===== src/include/tdcebf_pkg.sv =====
package tdcebf_pkg;
    // Register offsets (byte addresses on the 16-bit register port)
    localparam logic [15:0] OFS_BUF_LO = 16'h0000;
    localparam logic [15:0] OFS_BUF_HI = 16'h0ffc;
    localparam logic [15:0] OFS_SLOT = 16'h1002;
    localparam logic [15:0] OFS_CHAIN_ADDR = 16'h1004;
    localparam logic [15:0] OFS_BITS_SET = 16'h1006;
    localparam logic [15:0] OFS_BITS_CLR = 16'h1008;
    localparam logic [15:0] OFS_IRQ_LEVEL = 16'h100a;
    localparam logic [15:0] OFS_IRQ_VECTOR = 16'h100c;
    // Reset values
    localparam logic [7:0] CHAIN_ADDR_RST = 8'haa;
    localparam logic [4:0] SLOT_RST = 5'h1f;
    localparam logic [2:0] IRQ_LEVEL_RST = 3'h0;
    localparam logic [7:0] IRQ_VECTOR_RST = 8'h00;
    // Control bit positions
    localparam int BIT_BUS_ERR = 3;
    localparam int BIT_SEL_ADDR = 4;
    localparam int BIT_SOFT_RST = 7;
    localparam logic [15:0] CTRL_MASK = 16'h0098;
    // Second set register bits that admit suppressed data
    localparam int KEEP_OVER_BIT = 3;
    localparam int KEEP_UNDER_BIT = 4;
    localparam int KEEP_INVALID_BIT = 5;
    // Word layout
    localparam int SLOT_LSB = 27;
    localparam int TYPE_LSB = 24;
    localparam int CRATE_LSB = 16;
    localparam int COUNT_LSB = 8;
    localparam int CHAN_LSB = 16;
    localparam int VALID_BIT = 14;
    localparam int UNDER_BIT = 13;
    localparam int OVER_BIT = 12;
    localparam logic [2:0] TYPE_HEADER = 3'h2;
    localparam logic [2:0] TYPE_DATA = 3'h0;
    localparam logic [2:0] TYPE_TRAILER = 3'h4;
    localparam logic [2:0] TYPE_NOT_VALID = 3'h6;
    localparam logic [31:0] NOT_VALID_WORD = 32'h0600_0000;
endpackage


===== src/design/tdcebf_core.sv =====
// Contract
// - Header: slot 31..27, type 010, crate 23..16, stored channel count 13..8.
// - Data word: slot, type 000, channel 20..16, or 20..17 on 16 channels.
// - Bit 14 marks valid; invalid stored only when second-set bit 5 is one.
// - Bit 13 marks below threshold; stored only when second-set bit 4 is one.
// - Bit 12 marks overflow; stored only when second-set bit 3 is one.
// - Converted 12-bit value sits in bits 11..0 of data words.
// - Trailer closes event: slot, type 100, 24-bit event count in 23..0.
// - Type codes: 010 header, 000 data, 100 trailer, 110 not-valid.
// - Reading an empty buffer returns a not-valid word.
// - Channels stored interleaved 0,16,1,17..; suppressed ones omitted.
// - Slot register reloads on reset from backplane lines with auxiliary connector, else from the written value; default all ones.
// - With auxiliary connector, slot register writes get no acknowledge.
// - Broadcast/chain address register resets to 0xaa.
// - Set register write sets ones, leaves zeros; read returns state.
// - Clear register write clears ones, leaves zeros; read returns state.
// - Software-reset bit holds module in reset until cleared.
// - Hardware reset clears set register; software reset clears only bus-error.
// - Base address from rotary switch when select bit zero, else decoder.
// - Bus-error flag set at block-transfer bus error; software may set it.
// - Interrupt level in three low bits, default zero; zero disables.
// - Eight-bit vector, default zero, driven during interrupt acknowledge.
`timescale 1ns/1ps
module tdcebf_core
    import tdcebf_pkg::*;
#(
    parameter int NUM_CH = 32,
    parameter int DEPTH = 64,
    parameter bit HAS_AUX = 1'b1
)(
    // Clock and reset
    input wire logic sys_clk_i,
    input wire logic resetn_i,
    // Register port
    input wire logic reg_req_i,
    input wire logic reg_wr_i,
    input wire logic [15:0] reg_addr_i,
    input wire logic [15:0] reg_wdata_i,
    output logic reg_ack_o,
    output logic [31:0] reg_rdata_o,
    // Conversion front end
    input wire logic conv_strobe_i,
    input wire logic [4:0] conv_chan_i,
    input wire logic [11:0] conv_value_i,
    input wire logic conv_valid_i,
    input wire logic conv_under_i,
    input wire logic conv_over_i,
    input wire logic evt_end_i,
    input wire logic [23:0] evt_count_i,
    output logic evt_ready_o,
    // Neighbouring register state
    input wire logic [7:0] crate_number_i,
    input wire logic [15:0] bits_set2_i,
    input wire logic bus_error_evt_i,
    // Addressing
    input wire logic [4:0] slot_lines_i,
    input wire logic [7:0] rotary_addr_i,
    input wire logic [15:0] decoder_addr_i,
    output logic [15:0] base_addr_o,
    output logic [7:0] chain_addr_o,
    output logic [4:0] slot_position_o,
    // Reset and interrupt
    output logic held_software_reset_o,
    input wire logic iack_i,
    output logic [7:0] iack_vector_o,
    output logic iack_drive_o,
    output logic [2:0] irq_level_o,
    output logic irq_enable_o
);
    localparam int AW = $clog2(DEPTH);
    localparam int HALF = NUM_CH / 2;
    localparam int IW = $clog2(NUM_CH);
    localparam logic [2:0] SLOT_WAIT = 3'h4; // Edges until the slot register reloads from the settled pipe values

    typedef enum logic [1:0] {ST_COLLECT, ST_HEADER, ST_DATA, ST_TRAILER} tdceb_st_t;

    typedef struct packed {
        tdceb_st_t st;
        logic [NUM_CH-1:0] hit;
        logic [NUM_CH-1:0][14:0] conv;
        logic [IW-1:0] idx;
        logic [23:0] count;
        logic [AW:0] wr_ptr;
        logic [AW:0] rd_ptr;
        logic [2:0] slot_sync;
        logic [2:0][4:0] slot_pipe;
        logic [4:0] slot;
        logic [4:0] slot_pending;
        logic [2:0] reload;
        logic [7:0] chain_addr;
        logic [15:0] ctrl;
        logic [2:0] irq_level;
        logic [7:0] irq_vector;
        logic ack;
        logic [31:0] rdata;
    } tdceb_state_t;

    tdceb_state_t cur_ff;
    tdceb_state_t nxt_cur;
    logic [31:0] mem_ff [DEPTH];
    logic mem_we;
    logic [31:0] mem_wdata;

    // Filter per channel; each suppression class has its own admit bit
    logic [NUM_CH-1:0] kept;
    logic [6:0] kept_count;
    always_comb
    begin
        kept_count = 7'h00;
        for (int c = 0; c < NUM_CH; c++)
        begin
            kept[c] = cur_ff.hit[c]
                && (cur_ff.conv[c][14] || bits_set2_i[KEEP_INVALID_BIT])
                && (!cur_ff.conv[c][13] || bits_set2_i[KEEP_UNDER_BIT])
                && (!cur_ff.conv[c][12] || bits_set2_i[KEEP_OVER_BIT]);
            kept_count = kept_count + {6'h00, kept[c]};
        end
    end

    // Interleave order: even walk steps take low half, odd steps high half
    logic [IW-1:0] walk_chan;
    assign walk_chan = cur_ff.idx[0] ? (IW'(HALF) + {1'b0, cur_ff.idx[IW-1:1]})
                                     : {1'b0, cur_ff.idx[IW-1:1]};

    logic [4:0] chan_field;
    assign chan_field = (NUM_CH == 16) ? {walk_chan[3:0], 1'b0} : 5'(walk_chan);

    logic soft_rst;
    logic full;
    logic empty;
    logic buf_hit;
    logic rd_pop;
    assign soft_rst = cur_ff.ctrl[BIT_SOFT_RST];
    assign full = (cur_ff.wr_ptr[AW] != cur_ff.rd_ptr[AW])
        && (cur_ff.wr_ptr[AW-1:0] == cur_ff.rd_ptr[AW-1:0]);
    assign empty = cur_ff.wr_ptr == cur_ff.rd_ptr;
    assign buf_hit = reg_addr_i >= OFS_BUF_LO && reg_addr_i <= OFS_BUF_HI;
    assign rd_pop = reg_req_i && !reg_wr_i && buf_hit && !empty;

    // Next-state logic
    always_comb
    begin
        nxt_cur = cur_ff;
        mem_we = 1'b0;
        mem_wdata = 32'h0000_0000;
        nxt_cur.ack = 1'b0;

        // Slot lines: three stages, a change counts when the last two agree
        nxt_cur.slot_pipe[0] = slot_lines_i;
        nxt_cur.slot_pipe[1] = cur_ff.slot_pipe[0];
        nxt_cur.slot_pipe[2] = cur_ff.slot_pipe[1];
        // Pipe is cleared by reset, so wait until it carries settled pin values
        if (cur_ff.reload != 3'h0)
            nxt_cur.reload = cur_ff.reload - 3'h1;
        if (cur_ff.reload == 3'h1 || soft_rst)
        begin
            // Reload after hardware reset release and during software reset
            if (HAS_AUX && cur_ff.slot_pipe[1] == cur_ff.slot_pipe[2])
                nxt_cur.slot = cur_ff.slot_pipe[2];
            else if (!HAS_AUX)
                nxt_cur.slot = cur_ff.slot_pending;
        end

        // Event formatter
        case (cur_ff.st)
            ST_COLLECT:
            begin
                if (conv_strobe_i && 32'(conv_chan_i) < NUM_CH)
                begin
                    nxt_cur.hit[conv_chan_i[IW-1:0]] = 1'b1;
                    nxt_cur.conv[conv_chan_i[IW-1:0]] =
                        {conv_valid_i, conv_under_i, conv_over_i, conv_value_i};
                end
                if (evt_end_i)
                begin
                    nxt_cur.count = evt_count_i;
                    nxt_cur.idx = '0;
                    nxt_cur.st = ST_HEADER;
                end
            end
            ST_HEADER:
            begin
                if (!full)
                begin
                    mem_we = 1'b1;
                    mem_wdata = {cur_ff.slot, TYPE_HEADER, crate_number_i, 2'b00,
                        kept_count[5:0], 8'h00};
                    nxt_cur.st = ST_DATA;
                end
            end
            ST_DATA:
            begin
                if (!kept[walk_chan] || !full)
                begin
                    if (kept[walk_chan])
                    begin
                        mem_we = 1'b1;
                        mem_wdata = {cur_ff.slot, TYPE_DATA, 3'h0, chan_field, 1'b0,
                            cur_ff.conv[walk_chan]};
                    end
                    nxt_cur.idx = cur_ff.idx + IW'(1);
                    if (32'(cur_ff.idx) == NUM_CH - 1)
                        nxt_cur.st = ST_TRAILER;
                end
            end
            ST_TRAILER:
            begin
                if (!full)
                begin
                    mem_we = 1'b1;
                    mem_wdata = {cur_ff.slot, TYPE_TRAILER, cur_ff.count};
                    nxt_cur.hit = '0;
                    nxt_cur.st = ST_COLLECT;
                end
            end
            default:
            begin
                nxt_cur.st = ST_COLLECT;
            end
        endcase
        if (mem_we)
            nxt_cur.wr_ptr = cur_ff.wr_ptr + (AW+1)'(1);

        // Register port; answer one cycle after the request
        if (reg_req_i)
        begin
            nxt_cur.ack = 1'b1;
            nxt_cur.rdata = 32'h0000_0000;
            if (buf_hit && !reg_wr_i)
            begin
                nxt_cur.rdata = empty ? NOT_VALID_WORD
                                      : mem_ff[cur_ff.rd_ptr[AW-1:0]];
                if (!empty)
                    nxt_cur.rd_ptr = cur_ff.rd_ptr + (AW+1)'(1);
            end
            else
            begin
                case (reg_addr_i)
                    OFS_SLOT:
                    begin
                        nxt_cur.rdata = {27'h0, cur_ff.slot};
                        if (reg_wr_i && HAS_AUX)
                            nxt_cur.ack = 1'b0;
                        else if (reg_wr_i)
                            nxt_cur.slot_pending = reg_wdata_i[4:0];
                    end
                    OFS_CHAIN_ADDR:
                    begin
                        nxt_cur.rdata = {24'h0, cur_ff.chain_addr};
                        if (reg_wr_i)
                            nxt_cur.chain_addr = reg_wdata_i[7:0];
                    end
                    OFS_BITS_SET, OFS_BITS_CLR:
                    begin
                        nxt_cur.rdata = {16'h0, cur_ff.ctrl};
                        if (reg_wr_i && reg_addr_i == OFS_BITS_SET)
                            nxt_cur.ctrl = cur_ff.ctrl | (reg_wdata_i & CTRL_MASK);
                        else if (reg_wr_i)
                            nxt_cur.ctrl = cur_ff.ctrl & ~(reg_wdata_i & CTRL_MASK);
                    end
                    OFS_IRQ_LEVEL:
                    begin
                        nxt_cur.rdata = {29'h0, cur_ff.irq_level};
                        if (reg_wr_i)
                            nxt_cur.irq_level = reg_wdata_i[2:0];
                    end
                    OFS_IRQ_VECTOR:
                    begin
                        nxt_cur.rdata = {24'h0, cur_ff.irq_vector};
                        if (reg_wr_i)
                            nxt_cur.irq_vector = reg_wdata_i[7:0];
                    end
                    default:
                    begin
                        nxt_cur.rdata = 32'h0000_0000;
                    end
                endcase
            end
        end

        // Held software reset empties buffer and drops the event in flight
        if (soft_rst)
        begin
            nxt_cur.ctrl[BIT_BUS_ERR] = 1'b0;
            nxt_cur.wr_ptr = '0;
            nxt_cur.rd_ptr = '0;
            nxt_cur.hit = '0;
            nxt_cur.st = ST_COLLECT;
        end
        // Hardware event wins over any clear in the same cycle
        if (bus_error_evt_i)
            nxt_cur.ctrl[BIT_BUS_ERR] = 1'b1;
    end

    // State register; slot and pending both default to all ones
    always_ff @(posedge sys_clk_i or negedge resetn_i)
    begin
        if (!resetn_i)
        begin
            cur_ff <= '0;
            cur_ff.st <= ST_COLLECT;
            cur_ff.slot <= SLOT_RST;
            cur_ff.slot_pending <= SLOT_RST;
            cur_ff.reload <= SLOT_WAIT;
            cur_ff.chain_addr <= CHAIN_ADDR_RST;
            cur_ff.ctrl <= 16'h0000;
            cur_ff.irq_level <= IRQ_LEVEL_RST;
            cur_ff.irq_vector <= IRQ_VECTOR_RST;
        end
        else
        begin
            cur_ff <= nxt_cur;
        end
    end

    // Buffer storage has no reset; pointers guard its contents
    always_ff @(posedge sys_clk_i)
    begin
        if (mem_we && !soft_rst)
            mem_ff[cur_ff.wr_ptr[AW-1:0]] <= mem_wdata;
    end

    // Outputs
    assign reg_ack_o = cur_ff.ack;
    assign reg_rdata_o = cur_ff.rdata;
    assign evt_ready_o = cur_ff.st == ST_COLLECT && !soft_rst;
    assign base_addr_o = cur_ff.ctrl[BIT_SEL_ADDR] ? decoder_addr_i
                                                   : {rotary_addr_i, 8'h00};
    assign chain_addr_o = cur_ff.chain_addr;
    assign slot_position_o = cur_ff.slot;
    assign held_software_reset_o = soft_rst;
    assign irq_level_o = cur_ff.irq_level;
    assign irq_enable_o = cur_ff.irq_level != 3'h0;
    assign iack_drive_o = iack_i && irq_enable_o;
    assign iack_vector_o = cur_ff.irq_vector;
endmodule


===== config.mk =====
export PLATFORM = sky130hd
export DESIGN_NAME = tdcebf_core
export DESIGN_NICKNAME = d
export VERILOG_FILES = /design/src/include/tdcebf_pkg.sv /design/src/design/tdcebf_core.sv
export SDC_FILE = /design/constraint.sdc
export NUM_CORES = 2
export LEC_CHECK = 0
export ABC_AREA = 0
export BUFFER_PORTS_ARGS = -buffer_cell sky130_fd_sc_hd__buf_2
export CORE_UTILIZATION = 50
export DETAILED_ROUTE_END_ITERATION = 8
export PLACE_DENSITY_LB_ADDON = 0.2
export SLEW_MARGIN = 30
export SYNTH_ARGS = -nofsm -noshare
export SYNTH_HDL_FRONTEND = slang
export SYNTH_SLANG_ARGS = --single-unit
export TNS_END_PERCENT = 10

===== constraint.sdc =====
create_clock -name sys_clk_i -period 19.45 [get_ports sys_clk_i]
set_input_delay 0.9725 -clock sys_clk_i [delete_from_list [all_inputs] [get_ports sys_clk_i]]
set_output_delay 0.9725 -clock sys_clk_i [all_outputs]
set_load 0.005 [all_outputs]

Yosys cells after proc, flatten, opt, wreduce, memory -nomap -nowiden
Memory sizes are Yosys's and may differ from the RTL's. Index checks and enable logic that the tools add are counted.

Bits in registers: 648. Memory bits (writable): 2048. Bits of input ports: 137. Output and inout bits: 77. Logic and storage cells: 473. Memories kept: 1.

$add $sub $neg: 36. Magnitude comparators: 5. Eq/ne operators: 25. Mux-type cells: 55. Bitwise logic cells: 5. Reduce and logical (&&, ||, !) cells: 296.

Memories: mem_ff (depth 64, bits a word 32, rd ports 1, clocked after Yosys merged registers in 0, wr ports 1, line tdcebf_core.sv:100) `logic [31:0] mem_ff [DEPTH];`.

Operator list (number): 2-to-1 mux 512 bit (1); bitwise mux 480 bit (1); 2-to-1 mux 32 bit (6); adder 6 x 1 -> 6 bit (26); logical AND 1 bit (104); logical OR 1 bit (98); == test 16 x 13 -> 1 bit, second input constant (6); case mux 32 bit (3 select lines) (1); case mux 16 bit (5 select lines) (1); binary-select mux 15 bit (select 5 bit) (1); demux 15 bit (select 5 bit) (1); zero test 1 bit (68); 2-to-1 mux 34 bit (2); 2-to-1 mux 16 bit (4); case mux 32 bit (2 select lines) (1); 2-to-1 mux 48 bit (1); bitwise OR 32 bit (1); 2-to-1 mux 15 bit (2); 2-to-1 mux 29 bit (1); 2-to-1 mux 7 bit (4); inequality test 3 bit, second input constant (7); AND reduction 4 bit (5); AND 16 bit (1); >= comparator 16 x 1 -> 1 bit, second input constant (1); other kinds (44) (78).

Logic depth before layout (Yosys ltp)
Depth in word-level cells: 37. Gate-level depth with buffers: 24. Mapped depth without buffers: 23.

Worst setup path before layout
No wires, ideal clock.

Path type: input -> register. From: input bits_set2_i[5]. To: memory mem_ff[0][12], data pin. Setup time: 0.499 ns. Data arrival time: 7.650 ns. Data required time: 18.951 ns. Path slack: 11.301 ns. Stages on the path: 20. Buffers on the path: 1. Cell sequence: clkbuf_1 > o21ai_0 > a221o_1 > fa_1 > fa_1 > inv_1 > fa_1 > inv_1 > fa_1 > fa_1 > fa_1 > inv_1 > ha_1 > fa_1 > a21o_1 > a21oi_1 > xnor2_1 > a22o_1 > a22oi_1 > nor2_1.

Longest elaborated chain between the ends: 37. Elaborated cells between the ends (all ways): 167. Those cells by class: add/sub (31); mux (6); reduce/logical (130).

Ends and longest elaborated chain: start, declared (line tdcebf_core.sv:53) `input wire logic [15:0] bits_set2_i,`; logical OR 1 bit (line tdcebf_core.sv:113) `&& (cur_ff.conv[c][14] || bits_set2_i[KEEP_INVALID_BIT])`; logical AND 1 bit (line tdcebf_core.sv:113); logical AND 1 bit (line tdcebf_core.sv:114) `&& (!cur_ff.conv[c][13] || bits_set2_i[KEEP_UNDER_BIT])`; logical AND 1 bit (line tdcebf_core.sv:115) `&& (!cur_ff.conv[c][12] || bits_set2_i[KEEP_OVER_BIT]);`; adder 1 x 1 -> 2 bit (line tdcebf_core.sv:116) `kept_count = kept_count + {6'h00, kept[c]};`; adder 2 x 1 -> 3 bit (line tdcebf_core.sv:116); adder 3 x 1 -> 4 bit (line tdcebf_core.sv:116); adder 4 x 1 -> 5 bit (line tdcebf_core.sv:116); adder 5 x 1 -> 6 bit (line tdcebf_core.sv:116); adder 6 x 1 -> 6 bit (26 in series) (line tdcebf_core.sv:116); 2-to-1 mux 32 bit (line tdcebf_core.sv:183) `if (!full)`; case mux 32 bit (3 select lines) (*) (line tdcebf_core.sv:165) `case (cur_ff.st)`; net mem_wdata[12] (line tdcebf_core.sv:102) `logic [31:0] mem_wdata;`; end, declared (line tdcebf_core.sv:100).

Mark *: on every way through the listed nets, which the timed path passes. The rest lies on a longest branch. The select of a mux whose other input is x is not followed.

Worst setup path after layout
From: input bits_set2_i[4]. To: memory mem_ff[23][12], data pin.

Longest elaborated chain between the ends: 36. Elaborated cells between the ends (all ways): 135. Those cells by class: add/sub (31); mux (6); reduce/logical (98).

Ends and longest elaborated chain (line): logical OR 1 bit (tdcebf_core.sv:114); logical AND 1 bit (tdcebf_core.sv:114); logical AND 1 bit (tdcebf_core.sv:115); adder 1 x 1 -> 2 bit (tdcebf_core.sv:116); adder 2 x 1 -> 3 bit (tdcebf_core.sv:116); adder 3 x 1 -> 4 bit (tdcebf_core.sv:116); adder 4 x 1 -> 5 bit (tdcebf_core.sv:116); adder 5 x 1 -> 6 bit (tdcebf_core.sv:116); adder 6 x 1 -> 6 bit (26 in series) (tdcebf_core.sv:116); 2-to-1 mux 32 bit (tdcebf_core.sv:183); case mux 32 bit (3 select lines) (*) (tdcebf_core.sv:165); net mem_wdata[12] (tdcebf_core.sv:102).

Marks and branches as above.

==> results.toml <==
[yosys]
syn_area_sq_um = 106000
synthXorXnorAreaFrac_pct = 0.173
ys_warn_count = 0
synthDistinctLibCells = 72
seq_area_frac_synth_pct = 71.0
synthSimpleGateAreaFrac_pct = 1.91
synth-compound-area-share_pct = 1.50
syn_inst = 5127
synth_top_family_by_area = "multiplexers"
synth_edf_count = 1984
ys.flop_type = "edfxtp_1"
synth_top_cells_by_area = "edfxtp_1 56%, mux4_2 17%, dfrtp_1 15%"
muxShareOfSynthArea_pct = 22.9
synthArstFlopShare_pct = 24.2
avgSynthCellArea_sq_um = 20.7
synth_fa_ha_area_share_pct = 0.676
synth_nets = 5307
synth-seq-cells = 2618
synth_area_leader_cell = "edfxtp_1"
synth_top_area_share_pct = 56.1

[finish]
area_growth_pct = 13.2
final_cells = 8441
drive_gt1_share_pct = 40.2
fill_cells = 15479
seq_area_sq_um = 75500
final_nets = 5592
finalCoreUtilization_pct = 57.2
final_cell_mix = "1984 x edfxtp_1, 789 x mux4_2, 614 x dfrtp_1"
final_common_cell = "edfxtp_1"
multi_input_area_sq_um = 29700

[sta]
hold_viol = 0
drv_slew = 0
fmax_ghz = 0.138
finClkSkew_ns = 0.0783
setup_tns_ns = 0
rsz0062_at_grt = "false"
finalCriticalPeriod_ns = 7.23
setup_violations = 0
worst_slew_margin_rel_pct = 31.6
fin_ws_ns = 12.22
finalCritPeriodShare_pct = 37.1
worst_pin_slew_ns = 1.03

[clock_tree]
cts_tree = "done"
clkLatencyLatePin_ns = 0.93
path_clk_slew_ns = 0.06
cts.sinks = 2618
cts_root_buf = "clkbuf_16"
htreeDepth = 5
numCtsBuffers = 288
clk_path_buf_depth = 4
cts_resized = 0

[routing]
wl_per_cell_um = 32.3
ant_nets = 0
drc = 0
wirelength_mm = 273
viasPerCell = 6.23
firstDrtPassIters = 6
drt_iter0_drc = 5420
vias = 52599

[critical_path]
worst_path_most_repeated_cell = "fa_1"
endpoint = "mem_ff[23][12]"
required_ns = 20.05
rr_endpoint = "mem_ff[23][12]"
cp.arrival_ns = 7.83
cp-startpoint = "bits_set2_i[4]"
critical_path_class = "input port to flip-flop"
slowest_delay_ns = 0.57
ff2ff_path_depth = 19
worst_setup_path_start_kind = "input port"
crit_fanout = 64
critPathCaptureType = "flip-flop"
worst-r2r-setup-slack_ns = 12.85
critical_path.slowest_cell = "fa_1"
crit_chain = "buf_2 -> inv_1 -> a221o_1 -> fa_1 -> inv_1 -> fa_1 -> inv_1 -> fa_1 -> fa_1 -> fa_1 -> fa_1 -> inv_1 -> ha_1 -> fa_1 -> a21o_1 -> a21oi_1 -> xnor2_1 -> a22o_1 -> a22oi_1 -> nor2_4 -> buf_4"

[placed_design]
placed_cells = 7922
hpwl_mm = 155
place_congestion = 0.872
portBuffers = 191
dp_slack_ns = 11.37

[pwr]
peakVddDrop_mv = 0.106
power_leakage_nw = 41.4
p_per_area_nw_per_um2 = 129

[global_routing]
grt_pass1_wl_mm = 394
first_global_vias = 54254
overflow = 0
grtUsageTotal_pct = 25.7
antenna_found_initial = 20
grt_max_degree = 131

[floorplanning]
io_pins = 214
start_util_pct = 50.5
core_area_sq_um = 210000
num_rows = 168
die_x_um = 463
die-area_sq_um = 214000
die_h_um = 463

[run]
maxCapViolations = 0

[status]
status = "finished clean"

[hold_path]
hp-class = "input port to flip-flop"
[cells by family after synthesis]
logic type,after synthesis
muxes,1374
DFF,2618
buffers and inverters,424
adders and majority gates,43
other,1
and+or+nand+nor,424
AOI/OAI and AO/OA,222
xor gates and xnor gates,21
[power breakdown]
part           switching [mW]  leakage [nW]  internal [mW]
sequential              0.240          26.1           6.82
clock                    2.13          4.34           3.03
combinational            1.91          11.0           1.43
[cells in the mapped netlist, types with 4 or more instances]
| master | n |
|---|---|
| edfxtp_1 | 1984 |
| mux4_2 | 789 |
| dfrtp_1 | 624 |
| mux2_2 | 554 |
| clkbuf_1 | 203 |
| nor2_1 | 179 |
| nand2_1 | 76 |
| buf_4 | 69 |
| buf_2 | 61 |
| a21oi_1 | 47 |
| inv_1 | 43 |
| buf_1 | 41 |
| o21ai_0 | 39 |
| mux2i_1 | 31 |
| a22o_1 | 28 |
| nand2b_1 | 28 |
| fa_1 | 24 |
| ha_1 | 19 |
| nand3_1 | 19 |
| nor3_1 | 18 |
| nor2b_1 | 17 |
| and2_1 | 16 |
| xnor2_1 | 16 |
| a221o_1 | 15 |
| a22oi_1 | 13 |
| nor3b_1 | 13 |
| a221oi_1 | 11 |
| and3_1 | 11 |
| nand4_1 | 11 |
| dfstp_2 | 10 |
| o21ai_1 | 10 |
| or3_1 | 9 |
| o2111ai_1 | 8 |
| a211oi_1 | 6 |
| a222oi_1 | 6 |
| nand4b_1 | 6 |
| a21o_1 | 5 |
| or2_2 | 5 |
| xor2_1 | 5 |
| buf_6 | 4 |
| nand3b_1 | 4 |
| o22ai_1 | 4 |
[worst max-delay path, delay by kind of cell]
family | cells | cell delay [ns]
adders and majority gates | 8 | 3.84
buffers and inverters | 6 | 1.54
AOI/OAI and AO/OA | 5 | 1.16
xor gates and xnor gates | 1 | 0.14
and+or+nand+nor | 1 | 0.12
[routing by layer]
metal	routed length [um]	part of all wire (%)	track usage [%]
met1	108000	39	34.3
met2	138000	50	42.6
met3	16500	6.0	4.01
met4	11000	4.0	9.89
met5	52	0.019	0
[through the flow]
stage          hold slack (ns)  area, sq um  power (mW)
4_1_cts                  0.121       120000        15.7
3_5_place_dp             0.336       111000        10.5
6_report                 0.182       120000        15.6
3_3_place_gp             0.333       111000        10.4
5_1_grt                  0.134       120000        16.1
2_1_floorplan            0.331       106000        9.40
[final cells by class]
cell class / count / share of cell area [%]
timing repair buffer: 373 / 2.12
multi-input combinational: 2085 / 24.7
tap: 2805 / 2.92
inverter: 46 / 0.144
clock inverter: 105 / 0.656
clock buffer: 393 / 6.68
antenna: 16 / 0.0333
sequential: 2618 / 62.7
[worst min-delay path by stage]
stage,slack [ns],end,cells after the start,startpoint
2_1_floorplan,0.33,cur_ff[86],0,cur_ff[81]
6_report,0.18,cur_ff[84],1,slot_lines_i[3]
3_5_place_dp,0.34,cur_ff[89],0,cur_ff[84]
5_1_grt,0.13,cur_ff[84],1,slot_lines_i[3]
3_3_place_gp,0.33,cur_ff[87],0,cur_ff[82]
4_1_cts,0.12,cur_ff[84],1,slot_lines_i[3]
[repair_timing]
item / in CTS / in global routing
setup endpoints to repair: 0 / 0
endpoints found under the hold margin: 0 / 32
hold buffers: 0 / 1
setup buffers: 0 / 0
No activity file was read; power rests on OpenSTA's default activity.
